### src/dag_consts.svh
// register offsets, field positions and constants for dma address generation
`ifndef DAG_CONSTS_SVH
`define DAG_CONSTS_SVH
`define DAG_OFS_CH0_HIGH_NIB   12'hfb2
`define DAG_OFS_CH0_START_LOW  12'hfb3
`define DAG_OFS_CH0_END_LOW    12'hfb4
`define DAG_OFS_CH1_HIGH_NIB   12'hfba
`define DAG_OFS_CH1_START_LOW  12'hfbb
`define DAG_OFS_CH1_END_LOW    12'hfbc
`define DAG_OFS_ADC_BASE       12'hfbd
`define DAG_OFS_CH0_CTRL       12'hfb0
`define DAG_OFS_CH1_CTRL       12'hfb8
`define DAG_OFS_ADC_CTRL       12'hfbe
`define DAG_CTRL_EN_BIT        7
`define DAG_CTRL_LOOP_BIT      6
`define DAG_CTRL_WORD_BIT      3
`define DAG_ADC_EN_BIT         7
`define DAG_STEP_BYTE          12'h001
`define DAG_STEP_WORD          12'h002
`define DAG_ADC_LAST_MAX       4'hb
`define DAG_RESET_BYTE         8'h00
`endif

### src/dag_pkg.sv
// shared types for dma address generation
package dag_pkg;
   typedef struct packed {
      logic [11:0] addr;
      logic [7:0]  data;
      logic        ch;
   } dag_xfer_t;
   typedef struct packed {
      logic [11:0] start_addr;
      logic [11:0] end_addr;
      logic        en;
      logic        loop;
      logic        word;
   } dag_chan_cfg_t;
   typedef enum logic [2:0] {
      DAG_IDLE = 3'b001,
      DAG_MSB  = 3'b010,
      DAG_LSB  = 3'b100
   } dag_adc_state_t;
endpackage : dag_pkg

### src/dag_chan_addr.sv
// one general dma channel: current address stepping and end detection
`timescale 1ns/100ps
`include "dag_consts.svh"
module dag_chan_addr
   import dag_pkg::*;
(
   input  wire logic          clk_i,
   input  wire logic          rst_b_i,
   input  wire dag_chan_cfg_t cfg_i,
   input  wire logic          start_wr_i,
   input  wire logic          done_i,
   output logic [11:0]        cur_addr_o,
   output logic               last_o,
   output logic               stop_o
);
   logic [11:0] cur_reg;
   logic [11:0] cur_next;

   // end hit judged on address in use, before stepping
   assign last_o     = (cur_reg == cfg_i.end_addr);
   assign cur_addr_o = cur_reg;
   assign stop_o     = done_i && last_o && !cfg_i.loop;

   // next current address
   always_comb begin
      cur_next = cur_reg;
      if (start_wr_i) begin
         cur_next = cfg_i.start_addr;
      end else if (done_i && last_o) begin
         cur_next = cfg_i.start_addr;
      end else if (done_i) begin
         cur_next = cur_reg + (cfg_i.word ? `DAG_STEP_WORD
                                          : `DAG_STEP_BYTE);
      end
   end

   // register current address
   always_ff @(posedge clk_i or negedge rst_b_i) begin
      if (!rst_b_i) begin
         cur_reg <= 12'h000;
      end else begin
         cur_reg <= cur_next;
      end
   end
endmodule : dag_chan_addr

### src/dag_skid_buf.sv
// two-entry buffer with valid and ready on both sides
`timescale 1ns/100ps
module dag_skid_buf
   import dag_pkg::*;
#(
   parameter int DEPTH = 2
)(
   input  wire logic      clk_i,
   input  wire logic      rst_b_i,
   input  wire dag_xfer_t in_data_i,
   input  wire logic      in_valid_i,
   output logic           in_ready_o,
   output dag_xfer_t      out_data_o,
   output logic           out_valid_o,
   input  wire logic      out_ready_i
);
   // one-bit pointers serve exactly two entries
   if (DEPTH != 2) begin : g_depth_check
      $error("depth must be two");
   end
   dag_xfer_t   mem_reg [DEPTH];
   dag_xfer_t   mem_next [DEPTH];
   logic        wp_reg, wp_next, rp_reg, rp_next;
   logic [1:0]  cnt_reg, cnt_next;
   logic        push, pop;

   assign in_ready_o  = (cnt_reg != 2'h2);
   assign out_valid_o = (cnt_reg != 2'h0);
   assign out_data_o  = mem_reg[rp_reg];
   assign push        = in_valid_i && in_ready_o;
   assign pop         = out_valid_o && out_ready_i;

   // pointer, count and storage next values
   always_comb begin
      wp_next  = wp_reg ^ push;
      rp_next  = rp_reg ^ pop;
      cnt_next = cnt_reg + {1'b0, push} - {1'b0, pop};
      for (int i = 0; i < DEPTH; i++) begin
         mem_next[i] = mem_reg[i];
      end
      if (push) begin
         mem_next[wp_reg] = in_data_i;
      end
   end

   // register buffer state
   always_ff @(posedge clk_i or negedge rst_b_i) begin
      if (!rst_b_i) begin
         wp_reg  <= 1'b0;
         rp_reg  <= 1'b0;
         cnt_reg <= 2'h0;
         for (int i = 0; i < DEPTH; i++) begin
            mem_reg[i] <= '0;
         end
      end else begin
         wp_reg  <= wp_next;
         rp_reg  <= rp_next;
         cnt_reg <= cnt_next;
         mem_reg <= mem_next;
      end
   end
endmodule : dag_skid_buf

### src/dag_top.sv
// dma address generation: registers, two channels, adc result path
`timescale 1ns/100ps
`include "dag_consts.svh"
module dag_top
   import dag_pkg::*;
(
   input  wire logic        clk_i,
   input  wire logic        rst_b_i,
   // avalon-mm slave
   input  wire logic [11:0] avs_address,
   input  wire logic        avs_read,
   input  wire logic        avs_write,
   input  wire logic [31:0] avs_writedata,
   output logic [31:0]      avs_readdata,
   output logic             avs_waitrequest,
   output logic [1:0]       avs_response,
   // channel transfer completion strobes
   input  wire logic        ch0_done_i,
   input  wire logic        ch1_done_i,
   output logic [11:0]      ch0_addr_o,
   output logic [11:0]      ch1_addr_o,
   output logic             ch0_active_o,
   output logic             ch1_active_o,
   // adc conversion result input
   input  wire logic [9:0]  adc_result_i,
   input  wire logic        adc_valid_i,
   output logic             adc_ready_o,
   output logic [3:0]       adc_input_o,
   // register-file write stream
   output logic [11:0]      rf_addr_o,
   output logic [7:0]       rf_data_o,
   output logic             rf_valid_o,
   input  wire logic        rf_ready_i
);
   logic [7:0]  hi0_reg, hi0_next, hi1_reg, hi1_next;
   logic [7:0]  st0_reg, st0_next, st1_reg, st1_next;
   logic [7:0]  en0_reg, en0_next, en1_reg, en1_next;
   logic [7:0]  ct0_reg, ct0_next, ct1_reg, ct1_next;
   logic [7:0]  base_reg, base_next, actl_reg, actl_next;
   logic [31:0] rdata_reg, rdata_next;
   logic        ack_reg, ack_next;
   logic        wr_st0, wr_st1;
   logic        ld0_reg, ld0_next, ld1_reg, ld1_next;
   logic        stop0, stop1;
   logic [11:0] cur0, cur1;
   dag_chan_cfg_t cfg0, cfg1;

   // single-cycle wait then answer
   assign avs_waitrequest = (avs_read || avs_write) && !ack_reg;
   assign avs_readdata    = rdata_reg;
   assign avs_response    = 2'b00;
   assign wr_st0 = avs_write && ack_reg &&
                   avs_address == `DAG_OFS_CH0_START_LOW;
   assign wr_st1 = avs_write && ack_reg &&
                   avs_address == `DAG_OFS_CH1_START_LOW;

   // channel configuration assembly
   always_comb begin
      cfg0.start_addr = {hi0_reg[3:0], st0_reg};
      cfg0.end_addr   = {hi0_reg[7:4], en0_reg};
      cfg0.en         = ct0_reg[`DAG_CTRL_EN_BIT];
      cfg0.loop       = ct0_reg[`DAG_CTRL_LOOP_BIT];
      cfg0.word       = ct0_reg[`DAG_CTRL_WORD_BIT];
      cfg1.start_addr = {hi1_reg[3:0], st1_reg};
      cfg1.end_addr   = {hi1_reg[7:4], en1_reg};
      cfg1.en         = ct1_reg[`DAG_CTRL_EN_BIT];
      cfg1.loop       = ct1_reg[`DAG_CTRL_LOOP_BIT];
      cfg1.word       = ct1_reg[`DAG_CTRL_WORD_BIT];
   end

   // current address loads one cycle after the start byte lands, so
   // it picks up the written byte; a read in that cycle sees the old one
   dag_chan_addr u_ch0 (
      .clk_i      (clk_i),
      .rst_b_i    (rst_b_i),
      .cfg_i      (cfg0),
      .start_wr_i (ld0_reg),
      .done_i     (ch0_done_i && cfg0.en),
      .cur_addr_o (cur0),
      .last_o     (),
      .stop_o     (stop0)
   );
   dag_chan_addr u_ch1 (
      .clk_i      (clk_i),
      .rst_b_i    (rst_b_i),
      .cfg_i      (cfg1),
      .start_wr_i (ld1_reg),
      .done_i     (ch1_done_i && cfg1.en),
      .cur_addr_o (cur1),
      .last_o     (),
      .stop_o     (stop1)
   );
   assign ch0_addr_o   = cur0;
   assign ch1_addr_o   = cur1;
   assign ch0_active_o = cfg0.en;
   assign ch1_active_o = cfg1.en;

   // register writes, reads and enable clear on end
   always_comb begin
      hi0_next = hi0_reg;
      hi1_next = hi1_reg;
      st0_next = st0_reg;
      st1_next = st1_reg;
      en0_next = en0_reg;
      en1_next = en1_reg;
      ct0_next = ct0_reg;
      ct1_next = ct1_reg;
      base_next = base_reg;
      actl_next = actl_reg;
      rdata_next = rdata_reg;
      ack_next = (avs_read || avs_write) && !ack_reg;
      ld0_next = wr_st0;
      ld1_next = wr_st1;
      if (avs_write && ack_reg) begin
         unique case (avs_address)
            `DAG_OFS_CH0_HIGH_NIB:  hi0_next  = avs_writedata[7:0];
            `DAG_OFS_CH0_START_LOW: st0_next  = avs_writedata[7:0];
            `DAG_OFS_CH0_END_LOW:   en0_next  = avs_writedata[7:0];
            `DAG_OFS_CH1_HIGH_NIB:  hi1_next  = avs_writedata[7:0];
            `DAG_OFS_CH1_START_LOW: st1_next  = avs_writedata[7:0];
            `DAG_OFS_CH1_END_LOW:   en1_next  = avs_writedata[7:0];
            `DAG_OFS_CH0_CTRL:      ct0_next  = avs_writedata[7:0];
            `DAG_OFS_CH1_CTRL:      ct1_next  = avs_writedata[7:0];
            `DAG_OFS_ADC_BASE:      base_next = avs_writedata[7:0];
            `DAG_OFS_ADC_CTRL:      actl_next = avs_writedata[7:0];
            default: ;
         endcase
      end
      // hardware stop wins over a software write in the same cycle
      if (stop0) ct0_next[`DAG_CTRL_EN_BIT] = 1'b0;
      if (stop1) ct1_next[`DAG_CTRL_EN_BIT] = 1'b0;
      if (avs_read && !ack_reg) begin
         rdata_next = 32'h0000_0000;
         unique case (avs_address)
            `DAG_OFS_CH0_HIGH_NIB:  rdata_next[7:0] = hi0_reg;
            `DAG_OFS_CH0_START_LOW: rdata_next[7:0] = cur0[7:0];
            `DAG_OFS_CH0_END_LOW:   rdata_next[7:0] = en0_reg;
            `DAG_OFS_CH1_HIGH_NIB:  rdata_next[7:0] = hi1_reg;
            `DAG_OFS_CH1_START_LOW: rdata_next[7:0] = cur1[7:0];
            `DAG_OFS_CH1_END_LOW:   rdata_next[7:0] = en1_reg;
            `DAG_OFS_CH0_CTRL:      rdata_next[7:0] = ct0_reg;
            `DAG_OFS_CH1_CTRL:      rdata_next[7:0] = ct1_reg;
            `DAG_OFS_ADC_BASE:      rdata_next[7:0] = base_reg;
            `DAG_OFS_ADC_CTRL:      rdata_next[7:0] = actl_reg;
            default:                rdata_next = 32'h0000_0000;
         endcase
      end
   end

   // register file state
   always_ff @(posedge clk_i or negedge rst_b_i) begin
      if (!rst_b_i) begin
         hi0_reg <= `DAG_RESET_BYTE;
         hi1_reg <= `DAG_RESET_BYTE;
         st0_reg <= `DAG_RESET_BYTE;
         st1_reg <= `DAG_RESET_BYTE;
         en0_reg <= `DAG_RESET_BYTE;
         en1_reg <= `DAG_RESET_BYTE;
         ct0_reg <= `DAG_RESET_BYTE;
         ct1_reg <= `DAG_RESET_BYTE;
         base_reg <= `DAG_RESET_BYTE;
         actl_reg <= `DAG_RESET_BYTE;
         rdata_reg <= 32'h0000_0000;
         ack_reg <= 1'b0;
         ld0_reg <= 1'b0;
         ld1_reg <= 1'b0;
      end else begin
         hi0_reg <= hi0_next;
         hi1_reg <= hi1_next;
         st0_reg <= st0_next;
         st1_reg <= st1_next;
         en0_reg <= en0_next;
         en1_reg <= en1_next;
         ct0_reg <= ct0_next;
         ct1_reg <= ct1_next;
         base_reg <= base_next;
         actl_reg <= actl_next;
         rdata_reg <= rdata_next;
         ack_reg <= ack_next;
         ld0_reg <= ld0_next;
         ld1_reg <= ld1_next;
      end
   end

   // adc result path
   dag_adc_state_t st_reg, st_next;
   logic [3:0]  in_reg, in_next;
   logic [9:0]  res_reg, res_next;
   logic [3:0]  last_in;
   logic        adc_en;
   dag_xfer_t   buf_in;
   logic        buf_valid, buf_ready;
   dag_xfer_t   buf_out;

   assign adc_en  = actl_reg[`DAG_ADC_EN_BIT];
   assign last_in = (actl_reg[3:0] > `DAG_ADC_LAST_MAX) ? `DAG_ADC_LAST_MAX
                                                        : actl_reg[3:0];
   assign adc_ready_o = (st_reg == DAG_IDLE) && adc_en;
   assign adc_input_o = in_reg;
   assign buf_valid   = (st_reg != DAG_IDLE);
   // base bits 7..1, input number, then byte select
   always_comb begin
      buf_in.addr = {base_reg[7:1], in_reg,
                     (st_reg == DAG_LSB)};
      buf_in.data = (st_reg == DAG_MSB) ? {6'b00_0000, res_reg[9:8]}
                                        : res_reg[7:0];
      buf_in.ch   = 1'b0;
   end

   // adc sequence next state
   always_comb begin
      st_next  = st_reg;
      in_next  = in_reg;
      res_next = res_reg;
      unique case (st_reg)
         DAG_IDLE: begin
            if (adc_valid_i && adc_en) begin
               res_next = adc_result_i;
               st_next  = DAG_MSB;
            end
         end
         DAG_MSB: begin
            if (buf_ready) st_next = DAG_LSB;
         end
         DAG_LSB: begin
            if (buf_ready) begin
               st_next = DAG_IDLE;
               in_next = (in_reg >= last_in) ? 4'h0 : in_reg + 4'h1;
            end
         end
         default: st_next = DAG_IDLE;
      endcase
      if (!adc_en) in_next = 4'h0;
   end

   // adc sequence registers
   always_ff @(posedge clk_i or negedge rst_b_i) begin
      if (!rst_b_i) begin
         st_reg  <= DAG_IDLE;
         in_reg  <= 4'h0;
         res_reg <= 10'h000;
      end else begin
         st_reg  <= st_next;
         in_reg  <= in_next;
         res_reg <= res_next;
      end
   end

   dag_skid_buf u_buf (
      .clk_i       (clk_i),
      .rst_b_i     (rst_b_i),
      .in_data_i   (buf_in),
      .in_valid_i  (buf_valid),
      .in_ready_o  (buf_ready),
      .out_data_o  (buf_out),
      .out_valid_o (rf_valid_o),
      .out_ready_i (rf_ready_i)
   );
   assign rf_addr_o = buf_out.addr;
   assign rf_data_o = buf_out.data;
endmodule : dag_top

### config.mk
export PLATFORM = sky130hd
export DESIGN_NAME = dag_top
export DESIGN_NICKNAME = d
export VERILOG_FILES = /design/src/dag_pkg.sv /design/src/dag_chan_addr.sv /design/src/dag_skid_buf.sv /design/src/dag_top.sv
export VERILOG_INCLUDE_DIRS = /design/src
export SDC_FILE = /design/constraint.sdc
export NUM_CORES = 1
export LEC_CHECK = 0
export ABC_CLOCK_PERIOD_IN_PS = 2780
export BUFFER_PORTS_ARGS = -buffer_cell sky130_fd_sc_hd__clkbuf_2
export CORE_UTILIZATION = 57
export DETAILED_ROUTE_END_ITERATION = 6
export HOLD_SLACK_MARGIN = 0.03
export PLACE_DENSITY = 0.8
export RECOVER_POWER = 25
export REMOVE_ABC_BUFFERS = 1
export SLEW_MARGIN = 20
export SYNTH_ARGS = -nofsm -noshare
export SYNTH_HDL_FRONTEND = slang
export SYNTH_SLANG_ARGS = --single-unit
### constraint.sdc
create_clock -name clk_i -period 2.78 [get_ports clk_i]
set_clock_uncertainty 0.1 [all_clocks]
set_input_delay 0.139 -clock clk_i [delete_from_list [all_inputs] [get_ports clk_i]]
set_output_delay 0.139 -clock clk_i [all_outputs]
set_load 0.05 [all_outputs]
==> results of run 1 <==
-- Yosys cell counts (all sizes together), types with 3 or more instances --
master	number	share of area
a2111oi	3	0.0028
a21o	3	0.0024
a21oi	32	0.017
a221o	4	0.0043
a221oi	7	0.0066
a22o	6	0.0057
a22oi	5	0.0040
a311oi	3	0.0028
a31oi	5	0.0034
a32oi	4	0.0038
and2	8	0.0054
and3	7	0.0047
and4b	5	0.0054
buf	52	0.037
clkbuf	29	0.012
dfrtp	175	0.47
ha	13	0.018
inv	35	0.014
mux2	137	0.17
mux2i	16	0.017
nand2	39	0.016
nand2b	6	0.0040
nand3	18	0.010
nand4	12	0.0088
nand4b	3	0.0028
nor2	35	0.014
nor2b	12	0.0089
nor3	32	0.017
nor3b	10	0.0081
nor4	16	0.015
o211a	4	0.0043
o21ai	34	0.018
o21bai	4	0.0032
o22a	3	0.0028
or2	3	0.0020
xnor2	6	0.0057
xor2	31	0.029
-- how the worst max path moves through the flow --
stage	startpoint	to	slack, ns	cells past startpoint
after floorplan	u_ch1.cur_addr_o[0]	u_ch1.cur_addr_o[10]	0.17	7
after global placement	ct1_reg[3]	u_ch1.cur_addr_o[10]	0.30	8
after detailed placement	ct1_reg[3]	u_ch1.cur_addr_o[10]	0.20	8
after CTS	ct1_reg[3]	u_ch1.cur_addr_o[10]	0.19	8
after global routing	ct1_reg[3]	u_ch1.cur_addr_o[10]	0.06	8
final	ct1_reg[3]	u_ch1.cur_addr_o[10]	0.18	8
-- power groups by stage --
| stage | combinational (W) | sequential, W | clock [W] |
|---|---|---|---|
| floorplan | 0.000372 | 0.00278 | 0 |
| global placement | 0.000665 | 0.00273 | 0 |
| detailed placement | 0.000677 | 0.00273 | 0 |
| CTS | 0.000697 | 0.00268 | 0.00241 |
| global route | 0.000757 | 0.00269 | 0.00252 |
| finish | 0.000704 | 0.00269 | 0.00240 |
-- kinds of logic after synthesis --
logic type / count (synthesis)
simple gates: 212
flops: 176
mux: 153
compound gates: 128
buf+inv: 116
xor+xnor: 37
fa+ha+maj: 15
other cells: 1
-- worst max-delay path: cells and delay by family, from the launching register on --
kind                       cells  cell delay, ns
adders and majority gates      2            0.63
muxes                          1            0.27
xor gates and xnor gates       1            0.11
buffers and inverters          2            0.18
DFF                            1            0.42
and+or+nand+nor                2            0.78
-- what timing repair did --
item / 4_1_cts / 5_1_grt
hold buffers: 15 / 0
setup endpoints to repair: 0 / 0
resized for setup: 0 / 0
hold endpoints to repair: 77 / 0
-- metal layers --
metal | routed length, um | vias to the layer above | share of wire
met3 | 1730 | 62 | 0.074
met4 | 718 | 0 | 0.031
met1 | 10100 | 3408 | 0.43
li1 | - | 3168 | -
met5 | 0 | - | 0
met2 | 10700 | 319 | 0.46
-- cell type report --
class,count,area (um^2)
fillers,1202,5280
inverters,35,131
well taps,216,270
repair buffers,135,818
clock buffers,19,453
flip-flops and latches,176,4410
multi-input cells,571,4390
clock inverters,13,138
-- per-stage QoR --
step / utilization / std cells / worst slack, ns
finish: 0.668 / 1165 / 0.179
global route: 0.668 / 1165 / 0.0609
CTS: 0.668 / 1165 / 0.188
detailed placement: 0.621 / 1118 / 0.200
global placement: 0.621 / 1118 / 0.295
floorplan: - / 782 / 0.168
==> impl_results.md, run 1 <==
- Clock Pin Slew Worst Setup and Hold Paths: around 0.06 ns
- Area Growth Syn to Fin: 14.3%
- Crit path capture type: flip-flop
- WHS: 0.0774 ns
- DP Area: 9870 um^2
- Global placement routability congestion: just under 0.9
- Initial antenna violation count: 0
- H-tree Lvls: 4
- NetSw: around 0.0016 W
- Synth cell types: 65
- Setup crit start kind: flip-flop
- PD cells: around 550 nW/um^2
- Hold path cells: 3
- Fin. Hold Viols: 0
- Maximum clock frequency: 385 MHz
- Mux cell area share after synthesis: 0.185
- Die width: approximately 130 um
- Final Setup Violations: 0
- Layout cell share with drive strength beyond 1: 0.316
- Maximum vdd drop: 0.000446 V
- WL/cell: 19.9 um
- ANT nets after route: 0
- Avg Cell Area, Syn: 11.1 um^2
- Max incr delay on CP: 0.49 ns
- CP Max Fanout: 4
- GRT Overall Usage: 0.290
- Failing checks: max-capacitance violations, max-slew violations
- Num CTS Buffers: 17
- Worst path required time: ~3.0 ns
- HPWL after DPL: 15900 um
- DRC: 0
- RSZ-0062 raised after global routing: no
- CTS tree: built
- Vias per inst: 5.97
- Internal power: 0.00419 W
- Worst Reg-to-Reg Cells: 8
- Grt met2 use: 0.441
- Drt initial violations: 597
- Total power: around 0.0058 W
- Leakage power: 5.39 nW
- Post-synthesis sequential area ratio: 0.475
- Combinational share of power: 0.122
- Design area: approximately 11000 um^2
- Seq pwr share: 0.464
- Reg2reg end: u_ch1.cur_addr_o[10]
- Largest net degree at the start of global routing: 68
- Post-synthesis cell area: 9280 um^2
- IO buf count: 98
- Full die area: between 15000 and 20000 um^2
- Clk buf depth: 2
- Ys flop type: dfrtp_1
- Worst slew margin relative to its limit: -0.103
- Post-Synth XOR/XNOR Area: 0.0349
- R2R Setup Slk: 0.18 ns
- Synth Area in Adders: 0.0218
- CP cell instances: inv_1 > ha_1 > inv_1 > fa_1 > nor4_1 > nor3b_1 > xor2_1 > mux2_4
- Yosys warns: 0
- Status: finished, violations left
- Clock group share of total power: 0.414
- Max-slew violation count: 67
- DR vias: 6957
- Period utilization: 0.935
- Die Height: around 130 um
- Hold Crit Endpoint: st0_reg[6]
- Met3 usage: 0.0599
- Area fraction in compound gates after synthesis: 0.0921
- CTS sink count: 176
- Antenna cells: 0
- Minimum clock period: 2.60 ns
- Most frequent cells in the layout: dfrtp_1 (175), mux2_2 (133), clkbuf_2 (98)
- Net Sw Frac: 0.277
- Yosys reg bits: 176
- Root buf cell: clkbuf_16
- Site row count: 46
- Post-CTS Setup Bufs: 0
- Starting Density: 0.584
- FF-to-FF Start: ct1_reg[3]
- Nets: between 1k and 1.5k
- Hold Path Origin: avs_writedata[6]
- Setup CP Type: reg2reg
- Max reg flops: 40
- Grt ovf: 0
- Placeable Area: about 16000 um^2
- First-pass GRT wire length: 36400 um
- Most common cell after layout, fill and taps aside: dfrtp_1
- Simple-Gate Fraction of Synth Area: 0.129
- Most used cell, CP: inv_1
- Drt first pass iters: 5
- Min-Delay Path Class: in2reg
- Largest family of logic cells by synthesized area: multiplexers
- Number of max-cap violations: 1
- Async set-or-reset flop fraction in the synthesized netlist: 1.00
- Least-Margin Pin Slew: 1.66 ns
- Worst Path Arrival: about 2.8 ns
- Worst skew pair latency: around 0.43 ns
- Most Crowded Layer GR: met2
- TNS Setup: 0 ns
- I/O pin cnt: 149
- GR Util met1: 0.408
- Post-synth EDFFs: 0
- DRT Wirelength: 23200 um
- Slowest-stage cell, CP: nor4_1
- Syn Inst Count: 838
- Vias in the first global route: between 6k and 7k
Power figures use the tool's default switching activity.
==> run 2: changes to the inputs <==
--- a/config.mk
+++ b/config.mk
@@ -8,13 +8,14 @@
 export LEC_CHECK = 0
 export ABC_CLOCK_PERIOD_IN_PS = 2780
 export BUFFER_PORTS_ARGS = -buffer_cell sky130_fd_sc_hd__clkbuf_2
-export CORE_UTILIZATION = 57
+export CORE_UTILIZATION = 58
 export DETAILED_ROUTE_END_ITERATION = 6
 export HOLD_SLACK_MARGIN = 0.03
-export PLACE_DENSITY = 0.8
+export PLACE_DENSITY_LB_ADDON = 0.25
 export RECOVER_POWER = 25
 export REMOVE_ABC_BUFFERS = 1
 export SLEW_MARGIN = 20
 export SYNTH_ARGS = -nofsm -noshare
 export SYNTH_HDL_FRONTEND = slang
+export SYNTH_HIERARCHICAL = 1
 export SYNTH_SLANG_ARGS = --single-unit
==> run 2 against run 1 <==
Effect of this change: sequential share of layout area fell by 0.99 points; critical endpoint is now u_ch1/cur_addr_o[10]; critical path type unchanged; clock power rose by 5%; fmax rose by 8.2%; the flow still finishes with violations (max-capacitance violations, max-slew violations).
==> impl_results.md, run 2 <==
- Status: finished, violations left
- Failing checks: max-capacitance violations, max-slew violations
- Starting Density: 0.597 (+0.0130)
- Die width: 130 um (+0.58%)
- Number of max-cap violations: 1 (unchanged)
- Initial antenna violation count: 0 (unchanged)
- Least-Margin Pin Slew: 1.59 ns (-0.0649 ns)
- Storage cell area: 4410 um^2 (unchanged)
- CP Max Fanout: 4 (unchanged)
- I/O pin cnt: 149 (unchanged)
- Final Setup Violations: 0 (unchanged)
- Total power: 0.00579 W (about the same)
- Final core occ: 0.679 (+0.0115)
- Most used cell, CP: inv_1
- Drt initial violations: 454 (-24%)
- Crit path capture type: flip-flop
- H-tree Lvls: 4 (unchanged)
- Clk buf depth: 2 (unchanged)
- Worst Path Arrival: 2.58 ns (-0.24 ns)
- DRT Wirelength: 23600 um (+1.6%)
- Setup CP Type: reg2reg
- Minimum clock period: 2.40 ns (-0.197 ns)
- Num CTS Buffers: 17 (unchanged)
- Clock Pin Slew Worst Setup and Hold Paths: 0.07 ns (about the same)
- Max incr delay on CP: 0.58 ns (+0.09 ns)
- Grt ovf: 0 (unchanged)
- Syn Inst Count: 804 (-4.1%)
- CP cell instances: inv_1 > ha_1 > inv_1 > fa_1 > or4_4 > nor2_1 > xnor2_1 > a21oi_1
- Most frequent cells in the layout: dfrtp_1 (175), mux2_2 (159), clkbuf_2 (98)
- DRC: 0 (unchanged)
- Max-slew violation count: 62 (-7.5%)
- CTS sink count: 176 (unchanged)
- Maximum vdd drop: 0.000551 V (+23%)
- PD cells: 533 nW/um^2 (-2.3%)
- TNS Setup: 0 ns (unchanged)
- DR vias: 6863 (-1.4%)
- WHS: 0.0398 ns (-0.0375 ns)
- Root buf cell: clkbuf_16
- Maximum clock frequency: 416 MHz (+8.2%)
- ANT nets after route: 0 (unchanged)
- Fillcell total: 1237 (+2.9%)
- Slowest-stage cell, CP: or4_4
- Site row count: 46 (unchanged)
- Delay-heaviest family, CP: simple AND/OR/NAND/NOR gates
- Worst slew margin relative to its limit: -0.0601 (+0.0432)
- Drt first pass iters: 4 (-1)
- Crit path buffers/inverters: 2 (unchanged)
- Yosys warns: 6 (+6)
- Most common cell after layout, fill and taps aside: dfrtp_1
- Period utilization: 0.864 (-0.0710)
- GRT Overall Usage: 0.297 (+0.00657)
- Largest net degree at the start of global routing: 63 (-7.4%)
- First-pass GRT wire length: 37500 um (+3.1%)
- Placeable Area: 16000 um^2 (+0.72%)
- Worst skew pair latency: 0.44 ns (about the same)
- Global placement routability congestion: 0.915 (+3.5%)
- Design area: 10900 um^2 (+2.5%)
- Avg Cell Area, Syn: 11.9 um^2 (+7.3%)
- Vias in the first global route: 6922 (+4.0%)
- Post-synthesis cell area: 9560 um^2 (+3.0%)
- Leakage power: 5.51 nW (+2.4%)
- IO buf count: 98 (unchanged)
- Area Growth Syn to Fin: 13.7%
- Nets: 983 (-3.0%)
- Layout cell share with drive strength beyond 1: 0.377 (+0.0608)
- HPWL after DPL: 17000 um (+6.5%)
- Full die area: 17000 um^2 (+1.2%)
- Vias per inst: 6.05 (+1.3%)
- CTS tree: built
- Min-Delay Path Class: in2reg
- Fin. Hold Viols: 0 (unchanged)
- Setup crit start kind: flip-flop
- Area occupied by multi-input gates: 4690 um^2 (+6.8%)
- DP Area: 10100 um^2 (+2.0%)
- Max reg flops: 40 (unchanged)
- WL/cell: 20.8 um (+4.3%)
- RSZ-0062 raised after global routing: no
- Antenna cells: 0 (unchanged)
- Die Height: 130 um (+0.58%)
- Worst path required time: 2.96 ns (-0.04 ns)
## run 2: cell type report
type	count	share of cell area
multi-input cells	556	0.432
inverters	25	0.00864
well taps	216	0.0249
repair buffers	130	0.0725
flip-flops and latches	176	0.405
clock inverters	13	0.0166
clock buffers	18	0.0404
## run 2: per-layer routing
| metal | up-vias | share of wire | global-route usage |
|---|---|---|---|
| met2 | 326 | 0.49 | 0.495 |
| met5 | - | 0 | 0 |
| li1 | 3070 | - | - |
| met3 | 50 | 0.066 | 0.0631 |
| met1 | 3417 | 0.41 | 0.379 |
| met4 | 0 | 0.026 | 0.121 |
## run 2: where the power goes
part	internal, W	leakage (nW)	switching, W
Sequential	0.00260	2.43	0.0000798
Clock	0.00146	0.302	0.00105
Combinational	0.000200	2.78	0.000400
Total	0.00426	5.51	0.00153
## run 2: timing repair
action                                 in CTS  in global routing
setup endpoints to repair                   0                  0
buffers inserted                            0                  0
hold buffers                               18                  0
gates resized for setup                     0                  0
endpoints found under the hold margin      73                  0
## run 2: path summary, 6_finish.rpt
check	slack, ns	end	start	depth (start not counted)
worst max-delay path	0.38	u_ch1/cur_addr_o[10]	ct1_reg[3]	8
worst min-delay path	0.04	st0_reg[5]	avs_writedata[5]	2
worst max register to register	0.38	u_ch1/cur_addr_o[10]	ct1_reg[3]	8
worst min register to register	0.40	ack_reg	ack_reg	1
max in group asynchronous	0.85	avs_readdata[6]	rst_b_i	3
min in group asynchronous	0.56	u_ch1/cur_addr_o[11]	rst_b_i	2
## run 2: metrics by stage
stage          worst slack [ns]  cells
4_1_cts                   0.385   1134
6_report                  0.377   1134
3_5_place_dp              0.390   1085
3_3_place_gp              0.456   1085
2_1_floorplan             0.293    757
5_1_grt                   0.256   1134
